File: src/ccpd_pkg.sv
// Constants for the comparator conditioning and pulse delay block
// Operation
// Pulse output delayed 0..15 system clocks; code zero passes straight through.
// Comparator 4 low for selected cycles raises its interrupt when enabled.
// Duration code n selects a low-time threshold of 2**n cycles.
// Edge select bit: 0 picks falling, 1 picks rising comparator 1 edge.
// Six-bit debounce field sets comparator 1 glitch window in clocks.
// Two toggles within the window are bounce; filtered value is kept.
// Per comparator, trim source side: 0 negative input, 1 positive input.
// Each comparator has its own five-bit offset code in trim register.
// Comparator 2 reference chosen by five-bit code in low bits.
// Comparators 3 and 4 take four-bit reference codes in low nibble.
// Trigger enable lets the selected comparator 1 edge start a pulse.
// Each comparator has a readable trim-mode bit enabling offset trim.
// Software reads each comparator output state as read-only status.
// Eight-bit toggle counter, cleared by single-pulse strobe, saturates at 255.
// Comparator outputs synchronised first; disabled comparator yields no events.
package ccpd_pkg;
    localparam logic [7:0] ADDR_ENA_HYS   = 8'h15;
    localparam logic [7:0] ADDR_TRIM_A    = 8'h16;
    localparam logic [7:0] ADDR_TRIM_B    = 8'h17;
    localparam logic [7:0] ADDR_TRIM_C    = 8'h18;
    localparam logic [7:0] ADDR_TRIM_D    = 8'h19;
    localparam logic [7:0] ADDR_DLY_CREF  = 8'h1A;
    localparam logic [7:0] ADDR_B_REF     = 8'h1B;
    localparam logic [7:0] ADDR_D_CTL     = 8'h1C;
    localparam logic [7:0] ADDR_A_CTL     = 8'h1D;
    localparam logic [7:0] ADDR_MISC_CTL  = 8'h20;
    localparam logic [7:0] ADDR_STATUS    = 8'h21;
    localparam logic [7:0] ADDR_TOGGLE    = 8'h22;
    localparam logic [7:0] ADDR_IRQ_STAT  = 8'h23;
    localparam logic [7:0] ADDR_IRQ_EN    = 8'h24;
    localparam logic [7:0] ADDR_IRQ_CLR   = 8'h25;
    localparam logic [7:0] REG_RESET      = 8'h00;
    localparam int         SIDE_BIT       = 7;
    localparam int         EDGE_BIT       = 6;
    localparam int         DLY_LSB        = 4;
    localparam int         DUR_LSB        = 5;
    localparam int         MISC_PTEN_BIT  = 4;
    localparam int         MISC_STB_BIT   = 5;
    localparam int         IRQ_A_EDGE     = 0;
    localparam int         IRQ_D_LOW      = 1;
    localparam logic [7:0] TOGGLE_MAX     = 8'hFF;
endpackage

File: src/ccpd_sync.sv
// Two-flop synchroniser for one comparator output
`timescale 1ns/1ps
`default_nettype none
module ccpd_sync (
    input  wire logic clk,
    input  wire logic rst,
    input  wire logic d,
    output logic      q
);
    logic meta_q;

    // Two stages before any logic looks at the level
    always_ff @(posedge clk or posedge rst) begin
        if (rst) begin
            meta_q <= 1'b0;
            q      <= 1'b0;
        end else begin
            meta_q <= d;
            q      <= meta_q;
        end
    end
endmodule
`default_nettype wire

File: src/ccpd_delay.sv
// Programmable pulse delay line of 0 to DEPTH clocks
`timescale 1ns/1ps
`default_nettype none
module ccpd_delay #(
    parameter int DEPTH = 15,
    parameter int SW    = 4
) (
    input  wire logic          clk,
    input  wire logic          rst,
    input  wire logic          d,
    input  wire logic [SW-1:0] sel,
    output logic               q
);
    logic [DEPTH:1] tap_q;

    // Refuse a depth that the select code cannot reach
    if (DEPTH < 1 || DEPTH >= (1 << SW)) begin : g_bad_depth
        $error("ccpd_delay: bad DEPTH");
    end

    // Shift chain, one stage per clock
    always_ff @(posedge clk or posedge rst) begin
        if (rst) begin
            tap_q <= '0;
        end else begin
            tap_q <= {tap_q[DEPTH-1:1], d};
        end
    end

    // tap select, zero is direct
    always_comb begin
        if (sel == '0) begin
            q = d;
        end else begin
            q = tap_q[sel];
        end
    end
endmodule
`default_nettype wire

File: src/ccpd_top.sv
// Comparator conditioning, pulse trigger and delay top level
`timescale 1ns/1ps
`default_nettype none
module ccpd_top
    import ccpd_pkg::*;
(
    input  wire logic       clk,
    input  wire logic       rst,
    input  wire logic       wb_cyc_i,
    input  wire logic       wb_stb_i,
    input  wire logic       wb_we_i,
    input  wire logic [7:0] wb_adr_i,
    input  wire logic [3:0] wb_sel_i,
    input  wire logic [31:0] wb_dat_i,
    output logic [31:0]     wb_dat_o,
    output logic            wb_ack_o,
    input  wire logic [3:0] comp_out_raw,
    input  wire logic       pulse_gen_in,
    output logic            pulse_out,
    output logic            pulse_trigger,
    output logic [3:0]      comp_enable,
    output logic [3:0]      comp_hysteresis,
    output logic [3:0]      trim_mode_enable,
    output logic [3:0]      trim_source_side_sel,
    output logic [19:0]     offset_adjust_code,
    output logic [4:0]      comp_b_ref_select,
    output logic [3:0]      comp_c_ref_select,
    output logic [3:0]      comp_d_ref_select,
    output logic            irq
);
    logic [7:0] ena_hys_q;
    logic [7:0] trim_q [4];
    logic [7:0] dly_cref_q;
    logic [7:0] b_ref_q;
    logic [7:0] d_ctl_q;
    logic [7:0] a_ctl_q;
    logic [7:0] misc_q;
    logic [7:0] toggle_q;
    logic [1:0] irq_stat_q;
    logic [1:0] irq_en_q;
    logic [3:0] comp_sync;
    logic [3:0] comp_live;
    logic       a_filt_q;
    logic       a_filt_prev_q;
    logic       a_raw_prev_q;
    logic [5:0] win_cnt_q;
    logic       win_open_q;
    logic [7:0] low_cnt_q;
    logic       low_hit_q;
    logic       stb_prev_q;
    logic       wr_stb;
    logic       rd_stb;
    logic       a_edge;
    logic       a_toggle;
    logic       d_low_event;
    logic [7:0] dur_limit;
    logic [2:0] dur_code;

    // Bus access strobes; answer one cycle after the request
    assign wr_stb = wb_cyc_i & wb_stb_i & wb_we_i & ~wb_ack_o & wb_sel_i[0];
    assign rd_stb = wb_cyc_i & wb_stb_i & ~wb_we_i & ~wb_ack_o;

    always_ff @(posedge clk or posedge rst) begin
        if (rst) begin
            wb_ack_o <= 1'b0;
        end else begin
            wb_ack_o <= wb_cyc_i & wb_stb_i & ~wb_ack_o;
        end
    end

    // Control register writes
    always_ff @(posedge clk or posedge rst) begin
        if (rst) begin
            ena_hys_q  <= REG_RESET;
            trim_q[0]  <= REG_RESET;
            trim_q[1]  <= REG_RESET;
            trim_q[2]  <= REG_RESET;
            trim_q[3]  <= REG_RESET;
            dly_cref_q <= REG_RESET;
            b_ref_q    <= REG_RESET;
            d_ctl_q    <= REG_RESET;
            a_ctl_q    <= REG_RESET;
            misc_q     <= REG_RESET;
            irq_en_q   <= 2'h0;
        end else if (wr_stb) begin
            case (wb_adr_i)
                ADDR_ENA_HYS:  ena_hys_q  <= wb_dat_i[7:0];
                ADDR_TRIM_A:   trim_q[0]  <= wb_dat_i[7:0];
                ADDR_TRIM_B:   trim_q[1]  <= wb_dat_i[7:0];
                ADDR_TRIM_C:   trim_q[2]  <= wb_dat_i[7:0];
                ADDR_TRIM_D:   trim_q[3]  <= wb_dat_i[7:0];
                ADDR_DLY_CREF: dly_cref_q <= wb_dat_i[7:0];
                ADDR_B_REF:    b_ref_q    <= wb_dat_i[7:0];
                ADDR_D_CTL:    d_ctl_q    <= wb_dat_i[7:0];
                ADDR_A_CTL:    a_ctl_q    <= wb_dat_i[7:0];
                ADDR_MISC_CTL: misc_q     <= wb_dat_i[7:0];
                ADDR_IRQ_EN:   irq_en_q   <= wb_dat_i[1:0];
                default:       ;
            endcase
        end
    end

    // Read multiplexer; unmapped addresses read zero
    always_ff @(posedge clk or posedge rst) begin
        if (rst) begin
            wb_dat_o <= 32'h0000_0000;
        end else if (rd_stb) begin
            case (wb_adr_i)
                ADDR_ENA_HYS:  wb_dat_o <= {24'h0, ena_hys_q};
                ADDR_TRIM_A:   wb_dat_o <= {24'h0, trim_q[0]};
                ADDR_TRIM_B:   wb_dat_o <= {24'h0, trim_q[1]};
                ADDR_TRIM_C:   wb_dat_o <= {24'h0, trim_q[2]};
                ADDR_TRIM_D:   wb_dat_o <= {24'h0, trim_q[3]};
                ADDR_DLY_CREF: wb_dat_o <= {24'h0, dly_cref_q};
                ADDR_B_REF:    wb_dat_o <= {24'h0, b_ref_q};
                ADDR_D_CTL:    wb_dat_o <= {24'h0, d_ctl_q};
                ADDR_A_CTL:    wb_dat_o <= {24'h0, a_ctl_q};
                ADDR_MISC_CTL: wb_dat_o <= {24'h0, misc_q};
                // live comparator states
                ADDR_STATUS:   wb_dat_o <= {24'h0, comp_live, 3'h0, a_filt_q};
                // toggle count readback
                ADDR_TOGGLE:   wb_dat_o <= {24'h0, toggle_q};
                ADDR_IRQ_STAT: wb_dat_o <= {30'h0, irq_stat_q};
                ADDR_IRQ_EN:   wb_dat_o <= {30'h0, irq_en_q};
                default:       wb_dat_o <= 32'h0000_0000;
            endcase
        end
    end

    // synchronise every comparator output
    for (genvar i = 0; i < 4; i++) begin : g_sync
        ccpd_sync u_sync (
            .clk (clk),
            .rst (rst),
            .d   (comp_out_raw[i]),
            .q   (comp_sync[i])
        );
    end

    // disabled comparators held low
    assign comp_enable = ena_hys_q[7:4];
    assign comp_live   = comp_sync & {comp_enable[0], comp_enable[1],
                                      comp_enable[2], comp_enable[3]};
    assign comp_hysteresis = ena_hys_q[3:0];

    // trim mode bits, comparator 1 in bit 3
    assign trim_mode_enable = misc_q[3:0];

    // trim side and offset codes
    always_comb begin
        for (int k = 0; k < 4; k++) begin
            trim_source_side_sel[k]   = trim_q[k][SIDE_BIT];
            offset_adjust_code[5*k+:5] = trim_q[k][4:0];
        end
    end

    // comparator 2 reference
    assign comp_b_ref_select = b_ref_q[4:0];
    // comparators 3 and 4 references
    assign comp_c_ref_select = dly_cref_q[3:0];
    assign comp_d_ref_select = d_ctl_q[3:0];

    // debounce window on comparator 1
    always_ff @(posedge clk or posedge rst) begin
        if (rst) begin
            a_raw_prev_q <= 1'b0;
            a_filt_q     <= 1'b0;
            win_cnt_q    <= 6'h00;
            win_open_q   <= 1'b0;
        end else begin
            a_raw_prev_q <= comp_live[3];
            if (win_open_q) begin
                if (comp_live[3] != a_raw_prev_q) begin
                    win_open_q <= 1'b0;
                end else if (win_cnt_q <= 6'h01) begin
                    win_open_q <= 1'b0;
                    a_filt_q   <= comp_live[3];
                end else begin
                    win_cnt_q <= win_cnt_q - 6'h01;
                end
            end else if (comp_live[3] != a_filt_q) begin
                if (a_ctl_q[5:0] == 6'h00) begin
                    a_filt_q <= comp_live[3];
                end else begin
                    win_open_q <= 1'b1;
                    win_cnt_q  <= a_ctl_q[5:0];
                end
            end
        end
    end

    // edge select on filtered output
    always_ff @(posedge clk or posedge rst) begin
        if (rst) begin
            a_filt_prev_q <= 1'b0;
        end else begin
            a_filt_prev_q <= a_filt_q;
        end
    end
    assign a_toggle = a_filt_q ^ a_filt_prev_q;
    assign a_edge   = a_toggle & (a_filt_q == a_ctl_q[EDGE_BIT]);

    // trigger pulse on selected edge
    assign pulse_trigger = a_edge & misc_q[MISC_PTEN_BIT];

    // toggle counter with strobe clear
    always_ff @(posedge clk or posedge rst) begin
        if (rst) begin
            stb_prev_q <= 1'b0;
            toggle_q   <= 8'h00;
        end else begin
            stb_prev_q <= misc_q[MISC_STB_BIT];
            if (misc_q[MISC_STB_BIT] & ~stb_prev_q) begin
                toggle_q <= 8'h00;
            end else if (a_toggle && toggle_q != TOGGLE_MAX) begin
                toggle_q <= toggle_q + 8'h01;
            end
        end
    end

    // threshold is 2**code cycles
    assign dur_code  = d_ctl_q[DUR_LSB+:3];
    assign dur_limit = 8'h01 << dur_code;

    // low-duration detector on comparator 4
    always_ff @(posedge clk or posedge rst) begin
        if (rst) begin
            low_cnt_q <= 8'h00;
            low_hit_q <= 1'b0;
        end else if (!comp_enable[3] || comp_live[0]) begin
            low_cnt_q <= 8'h00;
            low_hit_q <= 1'b0;
        end else if (!low_hit_q) begin
            if (low_cnt_q + 8'h01 >= dur_limit) begin
                low_hit_q <= 1'b1;
            end
            low_cnt_q <= low_cnt_q + 8'h01;
        end
    end
    assign d_low_event = comp_enable[3] & ~comp_live[0] & ~low_hit_q
                       & (low_cnt_q + 8'h01 >= dur_limit);

    // Sticky status; set wins over clear
    always_ff @(posedge clk or posedge rst) begin
        if (rst) begin
            irq_stat_q <= 2'h0;
        end else begin
            if (wr_stb && wb_adr_i == ADDR_IRQ_CLR) begin
                irq_stat_q <= irq_stat_q & ~wb_dat_i[1:0]
                              | {d_low_event, a_edge};
            end else begin
                irq_stat_q <= irq_stat_q | {d_low_event, a_edge};
            end
        end
    end
    assign irq = |(irq_stat_q & irq_en_q);

    // pulse output delay
    ccpd_delay #(
        .DEPTH (15),
        .SW    (4)
    ) u_delay (
        .clk (clk),
        .rst (rst),
        .d   (pulse_gen_in),
        .sel (dly_cref_q[DLY_LSB+:4]),
        .q   (pulse_out)
    );
endmodule
`default_nettype wire

File: config.mk
export PLATFORM = sky130hd
export DESIGN_NAME = ccpd_top
export DESIGN_NICKNAME = d
export VERILOG_FILES = /design/src/ccpd_pkg.sv /design/src/ccpd_sync.sv /design/src/ccpd_delay.sv /design/src/ccpd_top.sv
export SDC_FILE = /design/constraint.sdc
export NUM_CORES = 1
export LEC_CHECK = 0
export BUFFER_PORTS_ARGS = -buffer_cell sky130_fd_sc_hd__buf_2
export CORE_ASPECT_RATIO = 2
export CORE_MARGIN = 5
export CORE_UTILIZATION = 50
export DETAILED_ROUTE_END_ITERATION = 7
export PLACE_DENSITY = 0.73
export SLEW_MARGIN = 20
export SYNTH_ARGS = -nofsm -noshare
export SYNTH_HDL_FRONTEND = slang
export SYNTH_SLANG_ARGS = --single-unit
File: constraint.sdc
create_clock -name clk -period 8.2 [get_ports clk]
set_clock_uncertainty 0.15 [all_clocks]
set_input_delay 1.23 -clock clk [delete_from_list [all_inputs] [get_ports clk]]
set_output_delay 1.23 -clock clk [all_outputs]
set_load 0.05 [all_outputs]
==> metrics.cfg, run 1 <==
[outcome]
outcome = complete, no violations

[worst_hold_path]
hp-start = g_sync[2].u_sync.meta_q
worstHoldPathType = reg -> reg
hold_depth = 0

[clock_tree]
post_cts_buffers = 0
ctsResizeCount = 0
cts_buffers = 17
hold_buffers = 0
cts_tree = built
clk_pin_slew_ps = 60
cts.sinks = 144
ctsRootBufferMaster = clkbuf_16
clk-insertion-delay-late_ps = 420
clockBufferDepth = 2
cts-htree-levels = 4

[global_route]
grt_overflow = 0
grt_pass1_vias = 5703
grt_use_total_pct = 23.7
grtUsageMet1_pct = 26.4
grt_pass1_wl_um = 31500
use_met2_pct = 41.7
gr-max-usage-layer = met2
grt_max_degree = 80
grt_antenna_before_repair = 0
grt.met3_usage_pct = 5.07

[sta]
maxSlewViolCount = 0
finalSetupTns_ps = 0
max_freq_mhz = 258
slew_headroom_pct = 33.0
worst_pin_slew_ps = 1000
setup_viol = 0
hold_viol_final = 0
period_needed_ps = 3880
rsz0062_at_grt = false
period_share_pct = 47.3
fin_hold_ws_ps = 201

[synthesis]
ys_ff_latch = 144
synth.area.top_cells = dfrtp_1, mux2_2, buf_4
synth_area_um2 = 7460
yosysWarnings = 0
synth_area_leader_cell = dfrtp_1
dominantRegCellSynth = dfrtp_1
synth_cells = 651
synth_seq_area_share_pct = 48.3
ys_types = 66
synth-async-reset-ratio_pct = 100
synth_edf_count = 0
synth_top_area_share_pct = 48.3
avgSynthCellArea_um2 = 11.5

[cells_and_area]
syn_to_final_growth_pct = 9.93
nFillCells = 1253
regArea_um2 = 3600
multi_input_area_um2 = 3250
layout-drive-gt1-share_pct = 33.8
final_cell_mix = dfrtp_1, mux2_2, buf_2
n_antenna_cell = 0
finalNetCount = 746
stdcell_count = 888
largest_reg_flops = 20
final_common_cell = dfrtp_1
design_area_um2 = 8200

[routing]
vias = 5266
postRouteAntennaNets = 0
routedWlPerCell_um = 22.2
drc = 0
firstDrtPassIters = 6
vias_per_cell = 5.93
drt-total-wl_um = 19700
drt-initial-drc-count = 332

[floorplanning]
initial_utilization_pct = 50.6
ios = 139
dieWidth_um = 96.4
die_y_um = 183
dieArea_um2 = 17600
core_um2 = 14700
rows = 63

[worst_setup_path]
crit-reg2reg-launch = wb_ack_o
cp.arrival_ps = 2500
cp_data_required_time_ps = 6820
start_kind = input port
critPathCaptureType = primary output
crit_start = pulse_gen_in
path_class = in -> out
path_max_fanout = 2
rr_worst_depth = 5

[power_and_ir_drop]
leakage_uw = 0.00402
worst_ir_drop_vdd_v = 0.000162
power_uw = 1660
cellPowerDensity_nw_per_um2 = 203

[placement]
dp_hpwl_um = 14300
place_congestion = 0.897
numPortBuffers = 87
dpl_cell_area_um2 = 7590
place_inst = 856

[flow_run]
maxCapViolations = 0

## logic make-up after synthesis
logic type,Yosys count,synth area share (%)
adders and majority gates,12,2.01
other,1,0.0503
muxes,105,16.6
and+or+nand+nor,153,11.4
xor gates and xnor gates,18,2.11
DFF,144,48.3
AOI/OAI and AO/OA,106,10.2
buffers and inverters,112,9.26
## per-layer routing
metal	share of wire (%)	routed length, µm	vias up
li1	-	-	2339
met5	0	0	-
met3	5.3	1040	64
met4	4.9	975	0
met1	36	7100	2625
met2	54	10600	238
## cell type report
| class | instances | area share (%) |
|---|---|---|
| inverters | 9 | 0.473 |
| well taps | 195 | 2.98 |
| multi-input cells | 418 | 39.6 |
| clock inverters | 13 | 1.85 |
| repair buffers | 90 | 5.59 |
| clock buffers | 19 | 5.53 |
| flip-flops and latches | 144 | 44.0 |
## synth_stat cells (3+ instances only)
cell type,n
dfrtp_1,144
mux2_2,92
buf_4,68
nand2_1,35
nor2_1,26
a21oi_1,21
clkbuf_1,19
nand3_1,17
o21ai_0,17
ha_1,12
nor2b_1,11
a22oi_1,10
buf_1,9
inv_1,9
nand4_1,9
xnor2_1,9
xor2_1,9
a31oi_1,8
and3_1,8
and2_1,7
mux2i_1,7
a22o_1,6
mux4_2,6
nor3_1,6
o32a_1,6
or3_1,6
buf_2,4
nand3b_1,4
nor3_2,4
a21o_1,3
a32oi_1,3
and4_1,3
nand2b_1,3
nor3b_1,3
o22ai_1,3
## final timing paths
path | slack [ps] | to
worst max-delay path | 4320 | pulse_out
worst min-delay path | 200 | g_sync[2].u_sync.q
worst max register to register | 5670 | misc_q[6]
worst min register to register | 200 | g_sync[2].u_sync.q
max in group asynchronous | 5720 | ena_hys_q[6]
min in group asynchronous | 740 | offset_adjust_code[13]
## through the flow
stage / setup slack (ps) / util, %
after floorplan: 2950 / -
after global placement: 4230 / 51.5
after detailed placement: 4200 / 51.5
after CTS: 4320 / 55.6
after global routing: 4310 / 55.6
final: 4320 / 55.6
## power by group
group	leakage, µW	internal [µW]	switching, µW
combinational	0.00179	27.9	111
clock	0.000294	469	317
sequential	0.00194	727	11.6
total	0.00402	1220	440
## worst max-delay path, stage by stage
cell and delay, ps:
buf_2 110, mux4_2 460, mux4_2 470, buf_2 230
Power figures use the tool's default switching activity.
==> run 2, diff against run 1 <==
--- a/config.mk
+++ b/config.mk
@@ -10,7 +10,7 @@
 export CORE_MARGIN = 5
 export CORE_UTILIZATION = 50
 export DETAILED_ROUTE_END_ITERATION = 7
-export PLACE_DENSITY = 0.73
+export PLACE_DENSITY = 0.76
 export SLEW_MARGIN = 20
 export SYNTH_ARGS = -nofsm -noshare
 export SYNTH_HDL_FRONTEND = slang
==> constraint.sdc (replaced) <==
create_clock -name clk -period 3.3 [get_ports clk]
set_clock_uncertainty 0.15 [all_clocks]
set_input_delay 0.495 -clock clk [delete_from_list [all_inputs] [get_ports clk]]
set_output_delay 0.495 -clock clk [all_outputs]
set_load 0.05 [all_outputs]
==> run 2 against run 1 <==
Register-to-register slack got worse by 4900 ps. Cell count increased by 1.5%. Clock-buffer cell count unchanged. First-iteration DRC count decreased by 20%. Sequential share of layout area decreased by 0.33 points. Routed wire length decreased by 1.4%. Highest routed layer unchanged.
==> metrics.cfg, run 2 (same netlist as run 1, synthesis figures left out) <==
[cells_and_area]
n_antenna_cell = 0  ; unchanged
largest_reg_flops = 20  ; unchanged
nFillCells = 1240  ; was 1,253
syn_to_final_growth_pct = 10.8  ; was 9.93%
multi_input_area_um2 = 3250  ; unchanged
utilization_pct = 56.0  ; was 55.6%
layout-drive-gt1-share_pct = 34.7  ; was 33.8%
design_area_um2 = 8260  ; was 8200 µm²
regArea_um2 = 3600  ; unchanged
final_cell_mix = dfrtp_1, mux2_2, buf_2  ; unchanged
final_common_cell = dfrtp_1  ; unchanged
finalNetCount = 759  ; was 746

[worst_setup_path]
crit-reg2reg-launch = wb_ack_o  ; unchanged
path_depth = 3  ; was 4
path_max_fanout = 6  ; was 2
cp.arrival_ps = 2200  ; was 2500 ps
slowest_stage = mux4_2  ; unchanged
critPathCaptureType = primary output  ; unchanged
cpPeakStageDelay_ps = 550  ; was 470 ps
cp_data_required_time_ps = 2650  ; was 6820 ps
start_kind = flop  ; was input port
path_cells = mux4_2, mux4_2, buf_2  ; was buf_2, mux4_2, mux4_2, buf_2
path_delay_family = multiplexers  ; unchanged
crit_top_cell = mux4_2
path_class = reg -> out  ; was in -> out
crit_start = dly_cref_q[4]  ; was pulse_gen_in
cp_num_buf_inv = 1  ; was 2
rr_worst_depth = 5  ; unchanged

[sta]
fin_hold_ws_ps = 17.1  ; was 201 ps
max_freq_mhz = 351
maxSlewViolCount = 0  ; unchanged
finalSetupTns_ps = 0  ; unchanged
setup_viol = 0  ; unchanged
period_needed_ps = 2850
setup_slack_ps = 455  ; was 4320 ps
slew_headroom_pct = 49.0  ; was 33.0%
rsz0062_at_grt = false  ; unchanged
hold_viol_final = 0  ; unchanged
period_share_pct = 86.2
worst_pin_slew_ps = 762  ; was 1000 ps

[floorplanning]
die_y_um = 183  ; unchanged
ios = 139  ; unchanged
core_um2 = 14700  ; unchanged
rows = 63  ; unchanged
initial_utilization_pct = 50.6  ; unchanged
dieWidth_um = 96.4  ; unchanged
dieArea_um2 = 17600  ; unchanged

[global_route]
grt_overflow = 0  ; unchanged
grt_max_degree = 85  ; was 80
grt_pass1_wl_um = 30900  ; was 31,500 µm
grt_pass1_vias = 5709  ; was 5,703
grt_use_total_pct = 23.3  ; was 23.7%
grt_antenna_before_repair = 0  ; unchanged

[clock_tree]
cts_buffers = 17  ; unchanged
cts.sinks = 144  ; unchanged
cts-htree-levels = 4  ; unchanged
cts_tree = built  ; unchanged
clockBufferDepth = 2  ; unchanged
ctsResizeCount = 0  ; unchanged
ctsRootBufferMaster = clkbuf_16  ; unchanged
clk_pin_slew_ps = 60  ; about the same
clk-insertion-delay-late_ps = 430  ; was 420 ps

[routing]
vias = 5392  ; was 5,266
drc = 0  ; unchanged
postRouteAntennaNets = 0  ; unchanged
drt-total-wl_um = 19500  ; was 19,700 µm
firstDrtPassIters = 7  ; was 6
drt-initial-drc-count = 265  ; was 332
routedWlPerCell_um = 21.6  ; was 22.2 µm
vias_per_cell = 5.98  ; was 5.93

[flow_run]
maxCapViolations = 0  ; unchanged

[placement]
dpl_cell_area_um2 = 7690  ; was 7590 µm²
dp_slack_ps = 739  ; was 4200 ps
place_congestion = 0.927  ; was 0.897
numPortBuffers = 87  ; unchanged
dp_hpwl_um = 14400  ; was 14,300 µm

[power_and_ir_drop]
p_clk_share_pct = 45.2  ; was 47.3%
leakage_uw = 0.00406  ; was 0.00402 µW
pwr-share-seq_pct = 46.0  ; was 44.4%
cellPowerDensity_nw_per_um2 = 484  ; was 203 nW/µm²
switching_share_pct = 26.5  ; was 26.4%
power_frac_comb_pct = 8.8  ; was 8.3%
p_int_uw = 2940  ; was 1220 µW
worst_ir_drop_vdd_v = 0.000451  ; was 0.000162 V
p_sw_uw = 1060  ; was 440 µW

[worst_hold_path]
worstHoldPathType = in -> reg  ; was reg -> reg
hp-start = comp_out_raw[0]  ; was g_sync[2].u_sync.meta_q
hold_depth = 1  ; was 0

[outcome]
outcome = complete, no violations  ; unchanged

==> run 2: path summary, 6_finish.rpt <==
path	to	slack (ps)
worst max register to register	misc_q[3]	770
worst max-delay path	pulse_out	450
min in group asynchronous	g_sync[3].u_sync.q	450
worst min-delay path	g_sync[0].u_sync.meta_q	20
worst min register to register	g_sync[0].u_sync.q	210
max in group asynchronous	low_cnt_q[6]	1650
==> run 2: layer usage <==
| layer | wire length, µm | vias to the layer above | part of all wire [%] | global-route usage [%] |
|---|---|---|---|---|
| met1 | 6670 | 2716 | 34 | 25.4 |
| met3 | 1190 | 76 | 6.1 | 3.96 |
| met2 | 10300 | 250 | 53 | 39.6 |
| li1 | - | 2350 | - | - |
| met5 | 0 | - | 0 | 0 |
| met4 | 1350 | 0 | 6.9 | 16.6 |
==> run 2: area by class of cell <==
type	count	share of cell area [%]
clock buffer	19	5.36
clock inverter	13	1.36
inverter	9	0.454
multi-input combinational	418	39.3
sequential	144	43.6
tap	195	2.95
timing repair buffer	103	6.91
==> run 2: worst register-to-register path, stage by stage (launching register included) <==
cell and delay (ps):
dfrtp_1 370, and3b_1 300, nand3_1 230, nor3_1 430, nand2_1 500, mux2_2 430
==> run 2: power by group through the flow <==
stage               logic [µW]  registers [µW]  clock network [µW]
floorplan                  219            1920                   0
global placement           344            1870                   0
detailed placement         350            1870                   0
CTS                        352            1840                1830
global route               374            1840                1910
finish                     353            1840                1810
==> run 2: repair_timing <==
action                    4_1_cts  5_1_grt
hold buffers                    1        0
setup buffers                   0        0
hold endpoints to repair       14        0
==> run 2: per-stage QoR <==
stage / power, µW / std cells
after floorplan: 2140 / 674
after global placement: 2210 / 868
after detailed placement: 2220 / 868
after CTS: 4020 / 901
after global routing: 4120 / 901
final: 4000 / 901
==> run 3, diff against run 2 <==
--- a/config.mk
+++ b/config.mk
@@ -10,7 +10,7 @@
 export CORE_MARGIN = 5
 export CORE_UTILIZATION = 50
 export DETAILED_ROUTE_END_ITERATION = 7
-export PLACE_DENSITY = 0.76
+export PLACE_DENSITY = 0.73
 export SLEW_MARGIN = 20
 export SYNTH_ARGS = -nofsm -noshare
 export SYNTH_HDL_FRONTEND = slang
==> constraint.sdc (replaced) <==
create_clock -name clk -period 2.79 [get_ports clk]
set_clock_uncertainty 0.15 [all_clocks]
set_input_delay 0.4185 -clock clk [delete_from_list [all_inputs] [get_ports clk]]
set_output_delay 0.4185 -clock clk [all_outputs]
set_load 0.05 [all_outputs]
==> run 3 against run 2 <==
Power is 23% higher. Cell area is 2.3% higher. Cell count is 1.9% higher. Non-clock buffer count is 17 higher. Register-to-register slack worse by 520 ps. Clock-buffer cell count stayed put. Sequential power is 18% higher. Via count is 1.2% higher. Sequential share of layout area is 0.96 points lower.
==> metrics.cfg, run 3 (same netlist as run 1, synthesis figures left out) <==
[floorplanning]
die_y_um = 183  ; unchanged
dieArea_um2 = 17600  ; unchanged
initial_utilization_pct = 50.6  ; unchanged
core_um2 = 14700  ; unchanged
dieWidth_um = 96.4  ; unchanged
rows = 63  ; unchanged
ios = 139  ; unchanged

[routing]
drc = 0  ; unchanged
vias_per_cell = 5.95  ; was 5.98
postRouteAntennaNets = 0  ; unchanged
drt-initial-drc-count = 373  ; was 265
vias = 5459  ; was 5,392
firstDrtPassIters = 7  ; unchanged
routedWlPerCell_um = 22.0  ; was 21.6 µm
drt-total-wl_um = 20200  ; was 19,500 µm

[sta]
rsz0062_at_grt = false  ; unchanged
setup_viol = 0  ; unchanged
finalSetupTns_ps = 0  ; unchanged
period_share_pct = 96.1
hold_viol_final = 0  ; unchanged
maxSlewViolCount = 0  ; unchanged
max_freq_mhz = 373
period_needed_ps = 2680
setup_slack_ps = 110  ; was 455 ps
slew_headroom_pct = 52.2  ; was 49.0%
worst_pin_slew_ps = 715  ; was 762 ps

[placement]
numPortBuffers = 87  ; unchanged
place_congestion = 0.931  ; was 0.927
dpl_cell_area_um2 = 7800  ; was 7690 µm²
dp_hpwl_um = 15000  ; was 14,400 µm
dp_slack_ps = 230  ; was 739 ps

[global_route]
grt_antenna_before_repair = 0  ; unchanged
grt_max_degree = 59  ; was 85
grt_pass1_vias = 5822  ; was 5,709
grt_pass1_wl_um = 31500  ; was 30,900 µm
grt_use_total_pct = 23.9  ; was 23.3%
grt_overflow = 0  ; unchanged

[worst_setup_path]
crit_top_cell = mux4_2  ; unchanged
crit-reg2reg-launch = wb_ack_o  ; unchanged
start_kind = flop  ; unchanged
crit_end = pulse_out  ; unchanged
path_max_fanout = 6  ; unchanged
path_delay_family = multiplexers  ; unchanged
slowest_stage = mux4_2  ; unchanged
critPathCaptureType = primary output  ; unchanged
r2r_end = misc_q[1]  ; was misc_q[3]
path_class = reg -> out  ; unchanged
cp.arrival_ps = 2110  ; was 2200 ps
path_depth = 3  ; unchanged
cp_num_buf_inv = 1  ; unchanged
cpPeakStageDelay_ps = 530  ; was 550 ps
ff2ff_setup_slack_ps = 250  ; was 770 ps
path_cells = mux4_2, mux4_2, buf_2  ; unchanged
rr_worst_depth = 5  ; unchanged
crit_start = dly_cref_q[4]  ; unchanged
cp_data_required_time_ps = 2220  ; was 2650 ps

[clock_tree]
clk_pin_slew_ps = 60  ; about the same
ctsRootBufferMaster = clkbuf_16  ; unchanged
cts_buffers = 17  ; unchanged
cts.sinks = 144  ; unchanged
cts_tree = built  ; unchanged
post_cts_buffers = 0  ; unchanged
clockBufferDepth = 2  ; unchanged
clk-insertion-delay-late_ps = 430  ; about the same
cts-htree-levels = 4  ; unchanged

[worst_hold_path]
worstHoldPathType = reg -> reg  ; was in -> reg

[power_and_ir_drop]
p_int_uw = 3650  ; was 2940 µW
leakage_uw = 0.00416  ; was 0.00406 µW
pwr-share-seq_pct = 44.3  ; was 46.0%
worst_ir_drop_vdd_v = 0.000457  ; was 0.000451 V
power_frac_comb_pct = 8.8  ; about the same
p_sw_uw = 1260  ; was 1060 µW
switching_share_pct = 25.7  ; was 26.5%
p_clk_share_pct = 46.9  ; was 45.2%
cellPowerDensity_nw_per_um2 = 581  ; was 484 nW/µm²
power_uw = 4910  ; was 4000 µW

[cells_and_area]
layout-drive-gt1-share_pct = 35.7  ; was 34.7%
final_common_cell = dfrtp_1  ; unchanged
finalNetCount = 776  ; was 759
largest_reg_flops = 20  ; unchanged
final_cell_mix = dfrtp_1, mux2_2, buf_2  ; unchanged
n_antenna_cell = 0  ; unchanged
design_area_um2 = 8450  ; was 8260 µm²
utilization_pct = 57.3  ; was 56.0%
syn_to_final_growth_pct = 13.4  ; was 10.8%

[flow_run]
maxCapViolations = 0  ; unchanged

[outcome]
outcome = complete, no violations  ; unchanged

==> run 3: worst min-delay path by stage <==
stage	slack (ps)	from	to	depth (start not counted)
after floorplan	180	g_sync[0].u_sync.meta_q	g_sync[0].u_sync.q	0
after global placement	180	g_sync[0].u_sync.meta_q	g_sync[0].u_sync.q	0
after detailed placement	190	g_sync[2].u_sync.meta_q	g_sync[2].u_sync.q	0
after CTS	200	wb_stb_i	wb_ack_o	2
after global routing	200	g_sync[3].u_sync.meta_q	g_sync[3].u_sync.q	0
final	200	g_sync[2].u_sync.meta_q	g_sync[2].u_sync.q	0
==> run 3: repair_timing <==
action / CTS / global route
endpoints found under the hold margin: 16 / 0
setup endpoints to repair: 0 / 1
gates resized for setup: 0 / 2
hold buffers: 6 / 0
==> run 3: power groups by stage <==
stage / clock network [µW] / registers, µW / logic (µW)
6_report: 2300 / 2170 / 432
5_1_grt: 2430 / 2170 / 458
4_1_cts: 2330 / 2170 / 432
3_5_place_dp: 0 / 2210 / 424
3_3_place_gp: 0 / 2210 / 418
2_1_floorplan: 0 / 2270 / 259
==> run 3: metrics by stage <==
step / cells / hold slack (ps)
6_report: 918 / 198
5_1_grt: 918 / 203
4_1_cts: 918 / 197
3_5_place_dp: 880 / 186
3_3_place_gp: 880 / 182
2_1_floorplan: 674 / 181
==> run 3: area by class of cell <==
class | instances | area, µm²
timing repair buffer | 120 | 723
fill | 1227 | 6290
clock inverter | 13 | 160
multi-input combinational | 418 | 3250
tap | 195 | 244
sequential | 144 | 3610
inverter | 9 | 37.5
clock buffer | 19 | 433
==> run 3: layer usage <==
layer | part of all wire [%] | GRT usage, % | vias up
met3 | 5.7 | 4.66 | 81
met5 | 0 | 0 | -
met2 | 53 | 41.2 | 254
li1 | - | - | 2393
met1 | 34 | 25.7 | 2731
met4 | 6.5 | 15.7 | 0
==> run 3: worst reg2reg max path, cell delays in order (launching register included) <==
cell     delay, ps
dfrtp_1        370
and3b_1        300
nand3_1        220
nor3_1         480
nand2_1        490
mux2_2         420
